### config.mk
export PLATFORM = sky130hd
export DESIGN_NAME = power_down_clock_control
export DESIGN_NICKNAME = d
export VERILOG_FILES = /design/src/logic/pdcc_pkg.sv /design/src/logic/wait_state_counter.sv /design/src/logic/power_down_clock_control.sv
export VERILOG_INCLUDE_DIRS = /design/src /design/src/logic
export SDC_FILE = /design/constraint.sdc
export NUM_CORES = 1
export LEC_CHECK = 0
export ABC_AREA = 1
export BUFFER_PORTS_ARGS = -buffer_cell sky130_fd_sc_hd__buf_2
export CAP_MARGIN = 20
export CORE_AREA = 2 2 95 97
export CTS_CLUSTER_DIAMETER = 120
export CTS_CLUSTER_SIZE = 24
export DETAILED_ROUTE_END_ITERATION = 10
export DIE_AREA = 0 0 97 99
export GPL_ROUTABILITY_DRIVEN = 0
export PLACE_DENSITY = 0.65
export SLEW_MARGIN = 40
export SYNTH_ARGS = -nofsm -noshare
export SYNTH_HDL_FRONTEND = slang
export SYNTH_SLANG_ARGS = --single-unit
### constraint.sdc
create_clock -name pclk -period 1.8 [get_ports pclk]
set_input_delay 0.54 -clock pclk [delete_from_list [all_inputs] [get_ports pclk]]
set_output_delay 0.54 -clock pclk [all_outputs]
set_load 0.01 [all_outputs]
### src/logic/pdcc_regs.svh
// Purpose: register offsets, field positions, reset values and wait counts
// Assumes: APB byte addresses, 8-bit registers in the low byte of a word
// Notes: definitions only
`ifndef PDCC_REGS_SVH
`define PDCC_REGS_SVH

`define PDC_ADDR_W 12
`define PDC_OFF_CTL1 12'h000
`define PDC_OFF_CTL2 12'h004

`define PDC_CTL1_RESET 8'h00
`define PDC_CTL2_RESET 8'h00

`define PDC_BIT_STANDBY 7
`define PDC_WTIME_MSB 6
`define PDC_WTIME_LSB 4
`define PDC_BIT_KIND 7
`define PDC_BIT_DIRECT 5
`define PDC_CLKSEL_MSB 4
`define PDC_CLKSEL_LSB 2

`define PDC_CNT_W 18
`define PDC_WAIT_000 18'h02000
`define PDC_WAIT_001 18'h04000
`define PDC_WAIT_010 18'h08000
`define PDC_WAIT_011 18'h10000
`define PDC_WAIT_100 18'h20000
`define PDC_WAIT_101 18'h00400
`define PDC_WAIT_110 18'h00080
`define PDC_WAIT_111 18'h00010

`define PDC_DIV_W 6
`define PDC_DIV1_LIM 6'h00
`define PDC_DIV8_LIM 6'h07
`define PDC_DIV16_LIM 6'h0f
`define PDC_DIV32_LIM 6'h1f
`define PDC_DIV64_LIM 6'h3f

`endif

### src/logic/pdcc_pkg.sv
// Purpose: types shared by the power-down clock control files
// Assumes: field widths fixed
// Notes: enums use explicit binary codes
package pdcc_pkg;

	typedef enum logic [2:0] {
		MODE_ACTIVE = 3'b000,
		MODE_SLEEP = 3'b001,
		MODE_SUBSLEEP = 3'b010,
		MODE_STANDBY = 3'b011,
		MODE_WAIT = 3'b100,
		MODE_EXT_WAIT = 3'b101
	} mode_t;

	typedef enum logic [1:0] {
		SRC_MAIN = 2'b00,
		SRC_ONCHIP = 2'b01,
		SRC_EXT = 2'b10
	} clk_src_t;

	typedef struct packed {
		logic software_standby_bit;
		logic [2:0] wait_time;
	} ctl1_t;

	typedef struct packed {
		logic sleep_kind_select;
		logic direct_transition_flag;
		logic [2:0] active_clock_sel;
	} ctl2_t;

endpackage

### src/logic/wait_state_counter.sv
// Purpose: counts oscillation-stabilization wait states on the on-chip tick
// Assumes: onchip_tick is a one-cycle pulse per on-chip oscillator state
// Notes: exactly the selected count of ticks elapses before done
`timescale 1ns/1ps
`include "pdcc_regs.svh"
module wait_state_counter #(
	parameter int unsigned WAIT_8192 = `PDC_WAIT_000,
	parameter int unsigned WAIT_16384 = `PDC_WAIT_001,
	parameter int unsigned WAIT_32768 = `PDC_WAIT_010,
	parameter int unsigned WAIT_65536 = `PDC_WAIT_011,
	parameter int unsigned WAIT_131072 = `PDC_WAIT_100
) (
	input wire logic pclk,
	input wire logic presetn,
	input wire logic start,
	input wire logic [2:0] code,
	input wire logic onchip_tick,
	output logic busy,
	output logic done
);
	import pdcc_pkg::*;

	function automatic logic [`PDC_CNT_W-1:0] wait_len(input logic [2:0] c);
		case (c)
			3'b000: wait_len = `PDC_CNT_W'(WAIT_8192);
			3'b001: wait_len = `PDC_CNT_W'(WAIT_16384);
			3'b010: wait_len = `PDC_CNT_W'(WAIT_32768);
			3'b011: wait_len = `PDC_CNT_W'(WAIT_65536);
			3'b100: wait_len = `PDC_CNT_W'(WAIT_131072);
			3'b101: wait_len = `PDC_WAIT_101;
			3'b110: wait_len = `PDC_WAIT_110;
			default: wait_len = `PDC_WAIT_111;
		endcase
	endfunction

	logic [`PDC_CNT_W-1:0] remain;
	logic [`PDC_CNT_W-1:0] target;
	logic [`PDC_CNT_W-1:0] seen;
	wire last_tick = busy && onchip_tick && (remain == `PDC_CNT_W'(1));

	// counting one nominal length sits inside the one-to-two-times window
	always_ff @(posedge pclk or negedge presetn) begin
		if (!presetn) begin
			remain <= '0;
			busy <= 1'b0;
			done <= 1'b0;
		end else begin
			done <= last_tick;
			if (start) begin
				remain <= wait_len(code);
				busy <= 1'b1;
			end else if (busy && onchip_tick) begin
				remain <= remain - `PDC_CNT_W'(1);
				busy <= !last_tick;
			end
		end
	end

	// helper state only the checks read
	always_ff @(posedge pclk or negedge presetn) begin
		if (!presetn) begin
			target <= '0;
			seen <= '0;
		end else if (start) begin
			target <= wait_len(code);
			seen <= '0;
		end else if (busy && onchip_tick) begin
			seen <= seen + `PDC_CNT_W'(1);
		end
	end
endmodule

### src/logic/power_down_clock_control.sv
// Purpose: power-down mode and system clock control behind two APB registers
// Assumes: sleep_exec, wake_irq, ext_switch_req, onchip_tick are one-cycle pulses
// Notes: sys_tick marks each system clock period as a pclk-wide pulse
//
// Behaviour
// leaving standby, hold off the main clock for the wait from oscillator restart.
// during the wait the system clock runs from the on-chip oscillator.
// wait code selects 8192,16384,32768,65536,131072,1024,128 or 16 states.
// the same wait code times the switch to the external clock.
// counted wait lies between the nominal count and twice it.
// wait states are counted on the on-chip clock even with external clock.
// software picks a wait of at least 6.5 ms for resonators.
// external clock needs 100 us wait, or the shortest code on masked ROM.
// reserved bits of both control registers read as zero.
// second register bit 7 selects sleep kind, resets to zero.
// second register bit 5 is the direct-transition flag, resets to zero.
// active clock field bits 4..2 takes effect only after the sleep instruction.
// codes 0xx give the undivided clock, code 101 divides by 16.
// code 100 divides by 8, 110 by 32, 111 by 64.
// writes to reserved bits are dropped and leave no state.
// standby bit 7 of the first register picks sleep (0) or standby (1).
// sleep instruction mode table; an interrupt returns to active mode.
// active clock is the oscillator undivided or divided by 8, 16, 32, 64.
//
// Implementation choices: the address map and register access over APB.
`timescale 1ns/1ps
`include "pdcc_regs.svh"
module power_down_clock_control #(
	parameter int unsigned WAIT_8192 = `PDC_WAIT_000,
	parameter int unsigned WAIT_16384 = `PDC_WAIT_001,
	parameter int unsigned WAIT_32768 = `PDC_WAIT_010,
	parameter int unsigned WAIT_65536 = `PDC_WAIT_011,
	parameter int unsigned WAIT_131072 = `PDC_WAIT_100
) (
	input wire logic pclk,
	input wire logic presetn,
	input wire logic psel,
	input wire logic penable,
	input wire logic pwrite,
	input wire logic [`PDC_ADDR_W-1:0] paddr,
	input wire logic [31:0] pwdata,
	output logic [31:0] prdata,
	output logic pready,
	output logic pslverr,
	input wire logic sleep_exec,
	input wire logic wake_irq,
	input wire logic ext_switch_req,
	input wire logic onchip_tick,
	output pdcc_pkg::mode_t mode,
	output pdcc_pkg::clk_src_t clk_src,
	output logic main_osc_enable,
	output logic [2:0] applied_clock_sel,
	output logic sys_tick,
	output logic cpu_halt,
	output logic wait_busy
);
	import pdcc_pkg::*;

	function automatic logic [`PDC_DIV_W-1:0] div_limit(input logic [2:0] sel);
		case (sel)
			3'b100: div_limit = `PDC_DIV8_LIM;
			3'b101: div_limit = `PDC_DIV16_LIM;
			3'b110: div_limit = `PDC_DIV32_LIM;
			3'b111: div_limit = `PDC_DIV64_LIM;
			default: div_limit = `PDC_DIV1_LIM;
		endcase
	endfunction

	ctl1_t system_control_one;
	ctl2_t system_control_two;
	mode_t next_mode;
	clk_src_t next_clk_src;
	logic use_ext;
	logic [`PDC_DIV_W-1:0] div_cnt;
	logic wait_done;

	// apb decode
	wire setup = psel && !penable;
	wire access = psel && penable;
	wire hit_one = (paddr == `PDC_OFF_CTL1);
	wire hit_two = (paddr == `PDC_OFF_CTL2);
	wire mapped = hit_one || hit_two;
	wire wr_one = access && pwrite && hit_one;
	wire wr_two = access && pwrite && hit_two;

	// only writable positions are captured; the rest never reach a flop
	wire ctl1_t wdata_one = '{
		software_standby_bit: pwdata[`PDC_BIT_STANDBY],
		wait_time: pwdata[`PDC_WTIME_MSB:`PDC_WTIME_LSB]
	};
	wire ctl2_t wdata_two = '{
		sleep_kind_select: pwdata[`PDC_BIT_KIND],
		direct_transition_flag: pwdata[`PDC_BIT_DIRECT],
		active_clock_sel: pwdata[`PDC_CLKSEL_MSB:`PDC_CLKSEL_LSB]
	};

	wire [7:0] rd_one = {system_control_one, 4'h0};
	wire [7:0] rd_two = {system_control_two.sleep_kind_select, 1'b0,
		system_control_two.direct_transition_flag,
		system_control_two.active_clock_sel, 2'b00};
	wire [7:0] rd_sel = hit_one ? rd_one : (hit_two ? rd_two : 8'h00);

	// zero-wait slave; read data is captured in setup so it is a flop at access
	assign pready = 1'b1;
	assign pslverr = access && !mapped;

	always_ff @(posedge pclk or negedge presetn) begin
		if (!presetn) begin
			prdata <= 32'h0000_0000;
		end else if (setup) begin
			prdata <= {24'h00_0000, rd_sel};
		end
	end

	always_ff @(posedge pclk or negedge presetn) begin
		if (!presetn) begin
			system_control_one <= ctl1_t'(`PDC_CTL1_RESET >> 4);
			system_control_two <= ctl2_t'(5'h00);
		end else begin
			if (wr_one)
				system_control_one <= wdata_one;
			if (wr_two)
				system_control_two <= wdata_two;
		end
	end

	// mode decode on the sleep instruction
	wire standby_sel = system_control_one.software_standby_bit;
	wire kind_sel = system_control_two.sleep_kind_select;
	wire direct_sel = system_control_two.direct_transition_flag;
	wire in_active = (mode == MODE_ACTIVE);
	wire sleep_now = in_active && sleep_exec;
	wire ext_start = in_active && !sleep_exec && ext_switch_req && (clk_src != SRC_EXT);
	wire standby_wake = (mode == MODE_STANDBY) && wake_irq;
	wire wait_start = standby_wake || ext_start;

	// direct transition with the kind select set is left undefined; it is kept in active mode
	// staying active there is the safest guess: software keeps control and can retry
	always_comb begin
		next_mode = mode;
		next_clk_src = clk_src;
		case (mode)
			MODE_ACTIVE: begin
				if (sleep_exec) begin
					if (direct_sel)
						next_mode = MODE_ACTIVE;
					else if (standby_sel)
						next_mode = MODE_STANDBY;
					else if (kind_sel)
						next_mode = MODE_SUBSLEEP;
					else
						next_mode = MODE_SLEEP;
				end else if (ext_start) begin
					next_mode = MODE_EXT_WAIT;
					next_clk_src = SRC_ONCHIP;
				end
			end
			MODE_SLEEP, MODE_SUBSLEEP: begin
				if (wake_irq)
					next_mode = MODE_ACTIVE;
			end
			MODE_STANDBY: begin
				if (wake_irq) begin
					next_mode = MODE_WAIT;
					next_clk_src = SRC_ONCHIP;
				end
			end
			MODE_WAIT: begin
				if (wait_done) begin
					next_mode = MODE_ACTIVE;
					next_clk_src = use_ext ? SRC_EXT : SRC_MAIN;
				end
			end
			MODE_EXT_WAIT: begin
				if (wait_done) begin
					next_mode = MODE_ACTIVE;
					next_clk_src = SRC_EXT;
				end
			end
			default: begin
				next_mode = MODE_ACTIVE;
				next_clk_src = SRC_MAIN;
			end
		endcase
	end

	always_ff @(posedge pclk or negedge presetn) begin
		if (!presetn) begin
			mode <= MODE_ACTIVE;
			clk_src <= SRC_MAIN;
		end else begin
			mode <= next_mode;
			clk_src <= next_clk_src;
		end
	end

	// the oscillator is stopped in standby and restarts on the wake itself
	always_ff @(posedge pclk or negedge presetn) begin
		if (!presetn) begin
			main_osc_enable <= 1'b1;
			use_ext <= 1'b0;
		end else begin
			if (sleep_now && !direct_sel && standby_sel)
				main_osc_enable <= 1'b0;
			else if (standby_wake)
				main_osc_enable <= 1'b1;
			if (mode == MODE_EXT_WAIT && wait_done)
				use_ext <= 1'b1;
		end
	end

	// a new divider code only lands when the sleep instruction runs
	always_ff @(posedge pclk or negedge presetn) begin
		if (!presetn)
			applied_clock_sel <= 3'b000;
		else if (sleep_now)
			applied_clock_sel <= system_control_two.active_clock_sel;
	end

	wire [`PDC_DIV_W-1:0] lim = div_limit(applied_clock_sel);
	wire clk_runs = (mode == MODE_ACTIVE) || (mode == MODE_SLEEP);
	wire on_onchip = (mode == MODE_WAIT) || (mode == MODE_EXT_WAIT);
	wire div_wrap = (div_cnt >= lim);

	// restarting the divider on a code change trades one long period for no glitch
	always_ff @(posedge pclk or negedge presetn) begin
		if (!presetn) begin
			div_cnt <= '0;
			sys_tick <= 1'b0;
		end else begin
			if (sleep_now || !clk_runs || div_wrap)
				div_cnt <= '0;
			else
				div_cnt <= div_cnt + `PDC_DIV_W'(1);
			if (on_onchip)
				sys_tick <= onchip_tick;
			else
				sys_tick <= clk_runs && !sleep_now && div_wrap;
		end
	end

	assign cpu_halt = (mode != MODE_ACTIVE);

	// counts on the on-chip tick whatever the selected source
	wait_state_counter #(
		.WAIT_8192(WAIT_8192),
		.WAIT_16384(WAIT_16384),
		.WAIT_32768(WAIT_32768),
		.WAIT_65536(WAIT_65536),
		.WAIT_131072(WAIT_131072)
	) u_wait (
		.pclk(pclk),
		.presetn(presetn),
		.start(wait_start),
		.code(system_control_one.wait_time),
		.onchip_tick(onchip_tick),
		.busy(wait_busy),
		.done(wait_done)
	);
endmodule

; ---- Word level (Yosys, flattened, before mapping)
; Index checks and enable logic that the tools add are counted.
[totals]
output_inout_bits = 46
wordCells = 115
ff_bits = 54
in_bits = 53
[op_classes]
n_lt_le_gt_ge = 1
n_eq_ne = 26
add_sub_neg = 2
n_mux = 28
reduce_logical = 41
bitwise = 1
[ops]
columns = operator, n
row1 = 18-bit one-hot mux with 7 select lines, 1
row2 = 18-bit 2-to-1 mux, 2
row3 = "3-bit equality test, second input constant", 9
row4 = 6-bit one-hot mux with 4 select lines, 1
row5 = "18-bit by 1-bit equality test with 1-bit output, second input constant", 1
row6 = 1-bit logical AND, 18
row7 = 2-bit 2-to-1 mux, 9
row8 = "18-bit by 1-bit subtractor with 18-bit output, second input constant", 1
row9 = 8-bit 2-to-1 mux, 2
row10 = 3-bit 2-to-1 mux, 5
row11 = "12-bit by 3-bit equality test with 1-bit output, second input constant", 1
row12 = "3-bit by 2-bit equality test with 1-bit output, second input constant", 4
row13 = 12-bit zero test, 1
row14 = 3-bit one-hot mux with 4 select lines, 1
row15 = 2-bit one-hot mux with 5 select lines, 1
row16 = "2-bit by 1-bit != test with 1-bit output, second input constant", 4
row17 = "2-bit != test, second input constant", 4
row18 = 1-bit zero test, 7
row19 = "6-bit by 1-bit adder with 6-bit output, second input constant", 1
row20 = "3-bit by 1-bit equality test with 1-bit output, second input constant", 2
row21 = 6-bit greater-or-equal comparator, 1
row22 = 3-bit zero test, 2
row23 = 1-bit logical OR, 6
row24 = 6-bit 2-to-1 mux, 1
row25 = other kinds (8), 14

; ---- Logic depth before layout (Yosys ltp)
; Gate-level depths: netlist of run 1.
[logic_depth]
word_depth = 7
depth_mapped = 9
depth_no_buf = 9

; ---- By module
; From an unflattened synthesis of run 1, not the netlist that was laid out.
[unflattened]
hier_cells = 421
area_unflattened_um2 = 3280.6
[by_module_without_submodules]
columns = module, n_inst, cells_each, area_each_um2
row1 = power_down_clock_control, 1, 247, 1970.6
row2 = wait_state_counter, 1, 174, 1310.0

; ---- Worst setup path before layout of run 1
; Ideal clock, no wire load.
[synth_timing]
path_kind = in2out
startpoint = in paddr[11]
endpoint = out pslverr
path_stages = 6
slack_ns = -0.032
arrival_ns = 1.292
n_path_buf = 1
cell_sequence = nor2_1 nand2_1 nor2_2 and2_1 buf_4 nor3_1
[synth_via]
elab_chain_len = 4
elab_cells_between_ends = 5
cone_classes = eq/ne (1) / reduce/logical (4)
[synth_rtl]
columns = element, line_no
row1 = "start, declared", power_down_clock_control.sv:40  ; input wire logic [`PDC_ADDR_W-1:0] paddr,
row2 = 12-bit by 3-bit equality test with 1-bit output (no line) / 12-bit zero test (equally long branches), --
row3 = 1-bit logical OR *, power_down_clock_control.sv:82  ; wire mapped = hit_one || hit_two;
row4 = 1-bit zero test *, power_down_clock_control.sv:105  ; assign pslverr = access && !mapped;
row5 = 1-bit logical AND *, power_down_clock_control.sv:105
row6 = "end, declared", power_down_clock_control.sv:44  ; output logic pslverr,
; Mark *: on every way between the ends. The rest lies on a longest branch, timed or not.

; ---- Final worst setup path of run 1
[layout_timing]
startpoint = in paddr[3]
endpoint = out pslverr
; Same word-level chain as after synthesis.

==> summary.txt, run 1 <==
Status
  • Status: finished with violations
  • Failing checks: setup timing

STA
  • Minimum clock period: 1830 ps
  • Setup TNS: -33.5 ps
  • Worst setup margin: -33.5 ps
  • Final Hold Viols: 0
  • RSZ-0062 raised after global routing: true
  • Fmax: 545 MHz
  • Final setup violation count: 1
  • Fin. max-slew vios: 0
  • Clock skew: 5.71 ps
  • Tcrit/Tclk final: 1.02

Logic synthesis
  • Post-synthesis simple-gate area fraction: 0.347
  • Post-synthesis adder-cell area fraction: 0.0341
  • Ys async rst share: 1.00
  • Distinct cells, synth: 40
  • Mapped Cells: 442
  • Post-synthesis mux area share: 0
  • Yosys warning count: 0
  • Mapped Area: between 0.003 and 0.004 mm^2
  • FF+latch count, synth: 52
  • Complex-gate fraction of the synthesized area: 0.0679
  • Largest family of logic cells by synthesized area: simple AND/OR/NAND/NOR gates
  • EDFF count, synth: 0
  • Syn Area/Cell: 7.46 um^2
  • XOR/XNOR Fraction of Synth Area: 0.0186
  • Post-synthesis sequential area ratio: 0.395
  • Most used DFF post-synth: dfrtp_1

Route
  • Routed wire length: between 7000 and 8000 um
  • Initial drt markers: 196
  • Total number of vias: 2905
  • Drt wl/cell: about 12 um
  • Antenna-violating nets left: 0
  • Vias per cell: 4.73
  • Drt first pass iters: 5
  • DRC: 0

GRT
  • Total GRT Usage: 0.155
  • Initial antenna violation count: 0
  • Largest net degree at the start of global routing: 20
  • Vias in the first global route: around 2800
  • First-pass GRT wire length: between 10000 and 15000 um
  • Grt ovf: 0

Setup path
  • Worst endpoint required time: 1260 ps
  • Worst setup SP type: input port
  • CP max FO: 2
  • Setup CP Type: input port to output pin
  • WP data arrival: 1290 ps
  • Crit. End Element: output pin
  • RR Startpoint: applied_clock_sel[0]$_DFFE_PN0P_
  • Crit. Startpoint: paddr[3]

Die
  • Core Box Area: 0.00855 mm^2
  • Row Count: 34
  • Die area: 0.00960 mm^2
  • Starting Density: 0.386
  • Die Height: 99 um
  • Die Width: between 90 and 100 um
  • IO Pins: 99

Power
  • Clock power frac: 0.222
  • Sw Pwr: 1.56 mW
  • Leak Pwr: 2.03 nW
  • Power per Cell Area: 1030 mW/mm^2
  • Worst vdd ir: ~480 uV
  • Int Power: 2.42 mW
  • Share of total power in combinational logic: 0.370
  • Design Power: 3.98 mW
  • Sw frac: 0.392
  • Sequential share of power: 0.408

Clock network
  • Clk pin slew, worst setup/hold paths: 100 ps
  • Latest clock arrival within the worst-skew pair: 300 ps
  • CTS tree: yes
  • Hold_buf cts: 0
  • CTS sink count: 52
  • CTS Buf Count: 5
  • H-Tree Depth: 2
  • CTS Buffer Depth: 2
  • Root Buffer: clkbuf_8

Final layout
  • ANT cells: 0
  • Flip-flop and latch area: approximately 0.0013 mm^2
  • Area delta synth->final: 17.0%
  • Nets: 567
  • Share of post-route cells with drive strength above 1: 0.223
  • Area of the multi-input gates: 0.00168 mm^2
  • Fillers: between 800 and 900
  • Final core occ: 0.451
  • Post-Layout Cell Count: 614

Placed design
  • # placed instances: around 600
  • Buffers on Ports: 45
  • DP HPWL: 5590 um

Flow run
  • Maximum Capacitance Violations: 0

Min path
  • Hold Crit Class: input port to asynchronous set/reset pin
## critical path, cell delays in order
cell and delay [ps]:
buf_8 100, nor4_4 280, and2_4 190, nor3_2 40
buf_2 130
## sequential cells by signal (all words and copies together), names as in the netlist
| register | count |
|---|---|
| div_cnt | 6 |
| mode | 3 |
| prdata | 6 |
| rd_two | 3 |
| use_ext | 1 |
| u_wait.remain | 18 |
| clk_src | 2 |
| rd_one | 3 |
| applied_clock_sel | 3 |
| direct_sel | 1 |
| standby_sel | 1 |
| main_osc_enable | 1 |
| u_wait.busy | 1 |
| kind_sel | 1 |
| u_wait.done | 1 |
| sys_tick | 1 |
## final timing paths
kind	slack [ps]	end	cells after the start
max reg2reg	80	div_cnt[2]$_DFF_PN0_	7
max	-30	pslverr	5
min in group pclk	470	rd_two[2]$_DFFE_PN0P_	3
min reg2reg	480	prdata[3]$_DFFE_PN0P_	2
min	180	u_wait.done$_DFF_PN0_	1
max in group asynchronous	1150	u_wait.remain[15]$_DFFE_PN0P_	2
## power by group through the flow
stage / Combinational, mW / Clock, mW / Sequential (mW)
3_3_place_gp: 1.42 / 0 / 1.64
3_5_place_dp: 1.45 / 0 / 1.64
2_1_floorplan: 1.10 / 0 / 1.61
4_1_cts: 1.48 / 0.913 / 1.62
5_1_grt: 1.70 / 0.963 / 1.66
6_report: 1.48 / 0.884 / 1.62
## cell usage in the layout, fill, tap and decap left out, types with 2 or more instances in the layout
master,n
nor3_1,8
a21oi_2,4
and2_4,2
inv_2,5
xnor2_1,3
o21ai_0,11
a21oi_1,6
nand2_1,118
dfrtp_1,48
o21ai_1,5
xor2_1,4
nor2_1,55
nand3_1,43
dfrtp_2,3
inv_1,43
ha_1,9
buf_12,3
nor2_2,8
nand3b_1,2
nor4_4,2
clkbuf_8,7
buf_2,42
nand2_2,5
nand3_4,2
nor2_4,2
conb_1,27
buf_4,18
nand4_1,4
## cell families (layout without fill, tap and decap cells)
kind of cell             Yosys count  count (layout)
AO/OA/AOI/OAI                     35              35
XOR/XNOR                           7               7
adder cells (fa/ha/maj)            9               9
buffers and inverters             83             122
flip-flops                        52              52
other                              2              27
AND/OR/NAND/NOR                  254             254
## repair_timing
item                       CTS  global route
setup endpoints to repair    2             8
hold endpoints to repair     0             0
buffers inserted             1             4
pin swaps                    5             7
resized for setup           12             6
## per-layer routing
layer  vias to the layer above  routed length, um  GRT usage
met3                         2                316     0.0206
met1                      1338               3440      0.216
met2                        91               3430      0.261
met4                         0                 33     0.0325
li1                       1474                  -          -
met5                         -                  0          0
## final cells by class
type | instances | share of cell area
multi-input cells | 332 | 0.434
well taps | 108 | 0.0350
clock buffers | 7 | 0.0250
inverters | 49 | 0.0476
flip-flops and latches | 52 | 0.338
repair buffers | 65 | 0.112
clock inverters | 1 | 0.00778
## through the flow
stage               instance area, um^2  hold slack [ps]  setup slack [ps]
floorplan                          3400              244              19.4
global placement                   3650              443             -77.7
detailed placement                 3650              461             -90.5
CTS                                3820              179             -20.5
global route                       3860              186             -80.7
finish                             3860              176             -33.5
## cell usage after synthesis (2+ instances only)
master	count	share of area
nand4_1	4	0.0076
ha_1	9	0.034
nor3_1	9	0.014
buf_4	29	0.066
nor2_4	2	0.0068
conb_1	2	0.0023
xor2_1	4	0.011
nand3_1	43	0.065
nand2_2	4	0.0076
and2_1	2	0.0038
dfrtp_1	51	0.39
a21oi_2	3	0.0080
nor2_1	56	0.064
nor2_2	7	0.013
nand3b_1	2	0.0046
inv_1	44	0.050
xnor2_1	3	0.0080
o21ai_1	5	0.0076
buf_6	3	0.010
nand3_4	2	0.011
nand2_1	119	0.14
o21ai_0	12	0.018
a21oi_1	7	0.011
inv_2	4	0.0046
(Power assumes the default switching activity.)
==> inputs of run 2 (changes only) <==
--- a/config.mk
+++ b/config.mk
@@ -16,6 +16,7 @@
 export DIE_AREA = 0 0 97 99
 export GPL_ROUTABILITY_DRIVEN = 0
 export PLACE_DENSITY = 0.65
+export RECOVER_POWER = 50
 export SLEW_MARGIN = 40
 export SYNTH_ARGS = -nofsm -noshare
 export SYNTH_HDL_FRONTEND = slang
==> run 2 against run 1 <==
  * The flow still finishes with violations (setup timing)
  * Critical endpoint unchanged
  * Core utilization is 0.56 points lower
  * Critical path depth is the same
  * First-iteration DRC count is 23% lower
  * Worst hold slack gained 170 ps
  * Routed wire length is essentially flat
==> summary.txt, run 2 (synthesized netlist as in run 1, its figures left out) <==
Setup path
  • CP max stage delay: 290 ps (about the same)
  • Setup CP Type: input port to output pin
  • Crit path max-delay family: simple AND/OR/NAND/NOR gates
  • CP max FO: 2 (unchanged)
  • Cells along the critical path: buf_8 > nor4_4 > and2_4 > nor3_2 > buf_2
  • Crit. End Element: output pin
  • Worst endpoint required time: 1260 ps (about the same)
  • WP data arrival: 1300 ps (about the same)
  • Worst setup SP type: input port
  • Slowest-stage cell, CP: nor4_4
  • Worst Path Buf+Inv: 2 (unchanged)

STA
  • Worst setup margin: -35.3 ps (-1.80 ps)
  • Final setup violation count: 1 (unchanged)
  • Clock skew: 6.39 ps (+0.685 ps)
  • Worst hold margin: 348 ps (+172 ps)
  • RSZ-0062 raised after global routing: true
  • Final Hold Viols: 0 (unchanged)
  • Fin. max-slew vios: 0 (unchanged)
  • Minimum clock period: 1840 ps (+1.80 ps)
  • Tcrit/Tclk final: 1.02 (about the same)
  • Worst slew pin tran: 938 ps
  • Fmax: 545 MHz (about the same)
  • Slew margin rel.: 0.375

GRT
  • Met1 Track Usage GR: 0.216 (unchanged)
  • Initial antenna violation count: 0 (unchanged)
  • Grt ovf: 0 (unchanged)
  • Vias in the first global route: 2782 (unchanged)
  • Global Route met3 Usage: 0.0206 (unchanged)
  • Met2 Use GR: 0.261 (unchanged)
  • Busiest grt layer: met2
  • Total GRT Usage: 0.155 (unchanged)
  • First-pass GRT wire length: 12600 um (unchanged)
  • Largest net degree at the start of global routing: 20 (unchanged)

Die
  • IO Pins: 99 (unchanged)
  • Core Box Area: 0.00855 mm^2 (unchanged)
  • Die area: 0.00960 mm^2 (unchanged)
  • Starting Density: 0.386 (unchanged)
  • Die Width: 97 um (unchanged)
  • Die Height: 99 um (unchanged)
  • Row Count: 34 (unchanged)

Placed design
  • Buffers on Ports: 45 (unchanged)
  • Placed instance area: 0.00365 mm^2 (unchanged)
  • DP HPWL: 5590 um (unchanged)

Route
  • Drt first pass iters: 5 (unchanged)
  • Initial drt markers: 150 (-23%)
  • DRC: 0 (unchanged)
  • Routed wire length: 7220 um (about the same)
  • Total number of vias: 2935 (+1.0%)
  • Antenna-violating nets left: 0 (unchanged)
  • Drt wl/cell: 11.8 um (about the same)
  • Vias per cell: 4.78 (+1.0%)

Power
  • Worst vdd ir: 476 uV (about the same)
  • Leak Pwr: 2.01 nW (-1.0%)
  • Share of total power in combinational logic: 0.368 (-0.002)
  • Power per Cell Area: 1040 mW/mm^2 (+1.1%)
  • Sw Pwr: 1.57 mW (+0.18%)
  • Int Power: 2.41 mW (-0.36%)
  • Sequential share of power: 0.408 (about the same)
  • Sw frac: 0.394 (+0.00130)
  • Clock power frac: 0.224 (+0.002)

Status
  • Failing checks: setup timing
  • Status: finished with violations

Clock network
  • Clk pin slew, worst setup/hold paths: 100 ps (about the same)
  • Latest clock arrival within the worst-skew pair: 300 ps (about the same)
  • CTS tree: yes
  • CTS Buf Count: 5 (unchanged)
  • Root Buffer: clkbuf_8
  • CTS sink count: 52 (unchanged)
  • H-Tree Depth: 2 (unchanged)
  • CTS Buffer Depth: 2 (unchanged)
  • Hold_buf cts: 0 (unchanged)

Final layout
  • Largest registers: u_wait.remain (18), div_cnt (6), prdata (6)
  • Share of post-route cells with drive strength above 1: 0.213 (-0.00988)
  • Fillers: 883 (+0.68%)
  • Design area: 0.00381 mm^2 (-1.2%)
  • ANT cells: 0 (unchanged)
  • Biggest register: u_wait.remain
  • Most frequent cells in the layout: nand2_1, nor2_1, dfrtp_1
  • Nets: 567 (unchanged)
  • Max FFs per register: 18 (unchanged)
  • Most common cell after layout, fill and taps aside: nand2_1
  • Area delta synth->final: 15.6%

Min path
  • Hold Crit Class: input port to asynchronous set/reset pin

Flow run
  • Maximum Capacitance Violations: 0 (unchanged)
==> run 2: changes by cell type in the layout (fill, tap and decap cells not counted) <==
cell	before	now
clkbuf_4	0	1
clkbuf_2	0	2
clkbuf_1	0	3
dfrtp_1	48	49
dfrtp_2	3	2
buf_2	42	41
buf_12	3	1
nor2_1	55	56
nor2_4	2	1
buf_4	18	15
==> run 2: power by group through the flow <==
stage | clock, mW | sequential (mW) | combinational, mW
6_report | 0.889 | 1.62 | 1.46
5_1_grt | 0.963 | 1.66 | 1.69
4_1_cts | 0.913 | 1.62 | 1.48
3_5_place_dp | 0 | 1.64 | 1.45
3_3_place_gp | 0 | 1.64 | 1.42
2_1_floorplan | 0 | 1.61 | 1.10
==> run 2: metal layers <==
metal / routed length [um] / part of all wire / up-vias
li1: - / - / 1476
met1: 3470 / 0.48 / 1364
met2: 3380 / 0.47 / 93
met3: 339 / 0.047 / 2
met4: 33 / 0.0046 / 0
met5: 0 / 0 / -
==> run 2: cell type report <==
class	instances	area, um^2	share of cell area
multi-input combinational	332	1670	0.438
tap	108	135	0.0354
sequential	52	1310	0.342
inverter	49	184	0.0482
clock buffer	7	96.3	0.0253
clock inverter	1	30.0	0.00788
timing repair buffer	65	393	0.103
==> run 2: repair_timing <==
item | in CTS | in global routing
gates resized for setup | 12 | 6
setup endpoints to repair | 2 | 8
gates cloned | 0 | 0
buffers inserted | 1 | 4
pin swaps | 5 | 7
==> run 2: worst paths after layout <==
path	from	end	slack, ps	depth (start not counted)
setup / recovery	paddr[3]	pslverr	-40	5
hold / removal	presetn	mode[1]$_DFFE_PN0P_	350	1
setup reg to reg	applied_clock_sel[0]$_DFFE_PN0P_	div_cnt[2]$_DFF_PN0_	80	7
hold reg to reg	prdata[3]$_DFFE_PN0P_	prdata[3]$_DFFE_PN0P_	480	2
max in group asynchronous	presetn	u_wait.remain[6]$_DFFE_PN0P_	400	2
min in group pclk	pwdata[2]	rd_two[2]$_DFFE_PN0P_	470	3
==> run 2: worst register-to-register path, stage by stage (launching register included) <==
cell and delay [ps]:
dfrtp_1 420, o21ai_2 150, ha_1 270, a21oi_2 120
nor2_1 50, nor2_1 140, nand4_1 250, nor3_1 240
==> run 2: metrics by stage <==
stage | worst slack [ps] | instances | utilization | setup TNS, ps | power [mW]
after floorplan | 19.4 | 467 | - | 0 | 2.71
after global placement | -77.7 | 601 | 0.427 | -77.7 | 3.06
after detailed placement | -90.5 | 601 | 0.427 | -90.5 | 3.09
after CTS | -20.5 | 610 | 0.446 | -20.5 | 4.01
after global routing | -80.7 | 614 | 0.446 | -132 | 4.31
final | -35.3 | 614 | 0.446 | -35.3 | 3.98
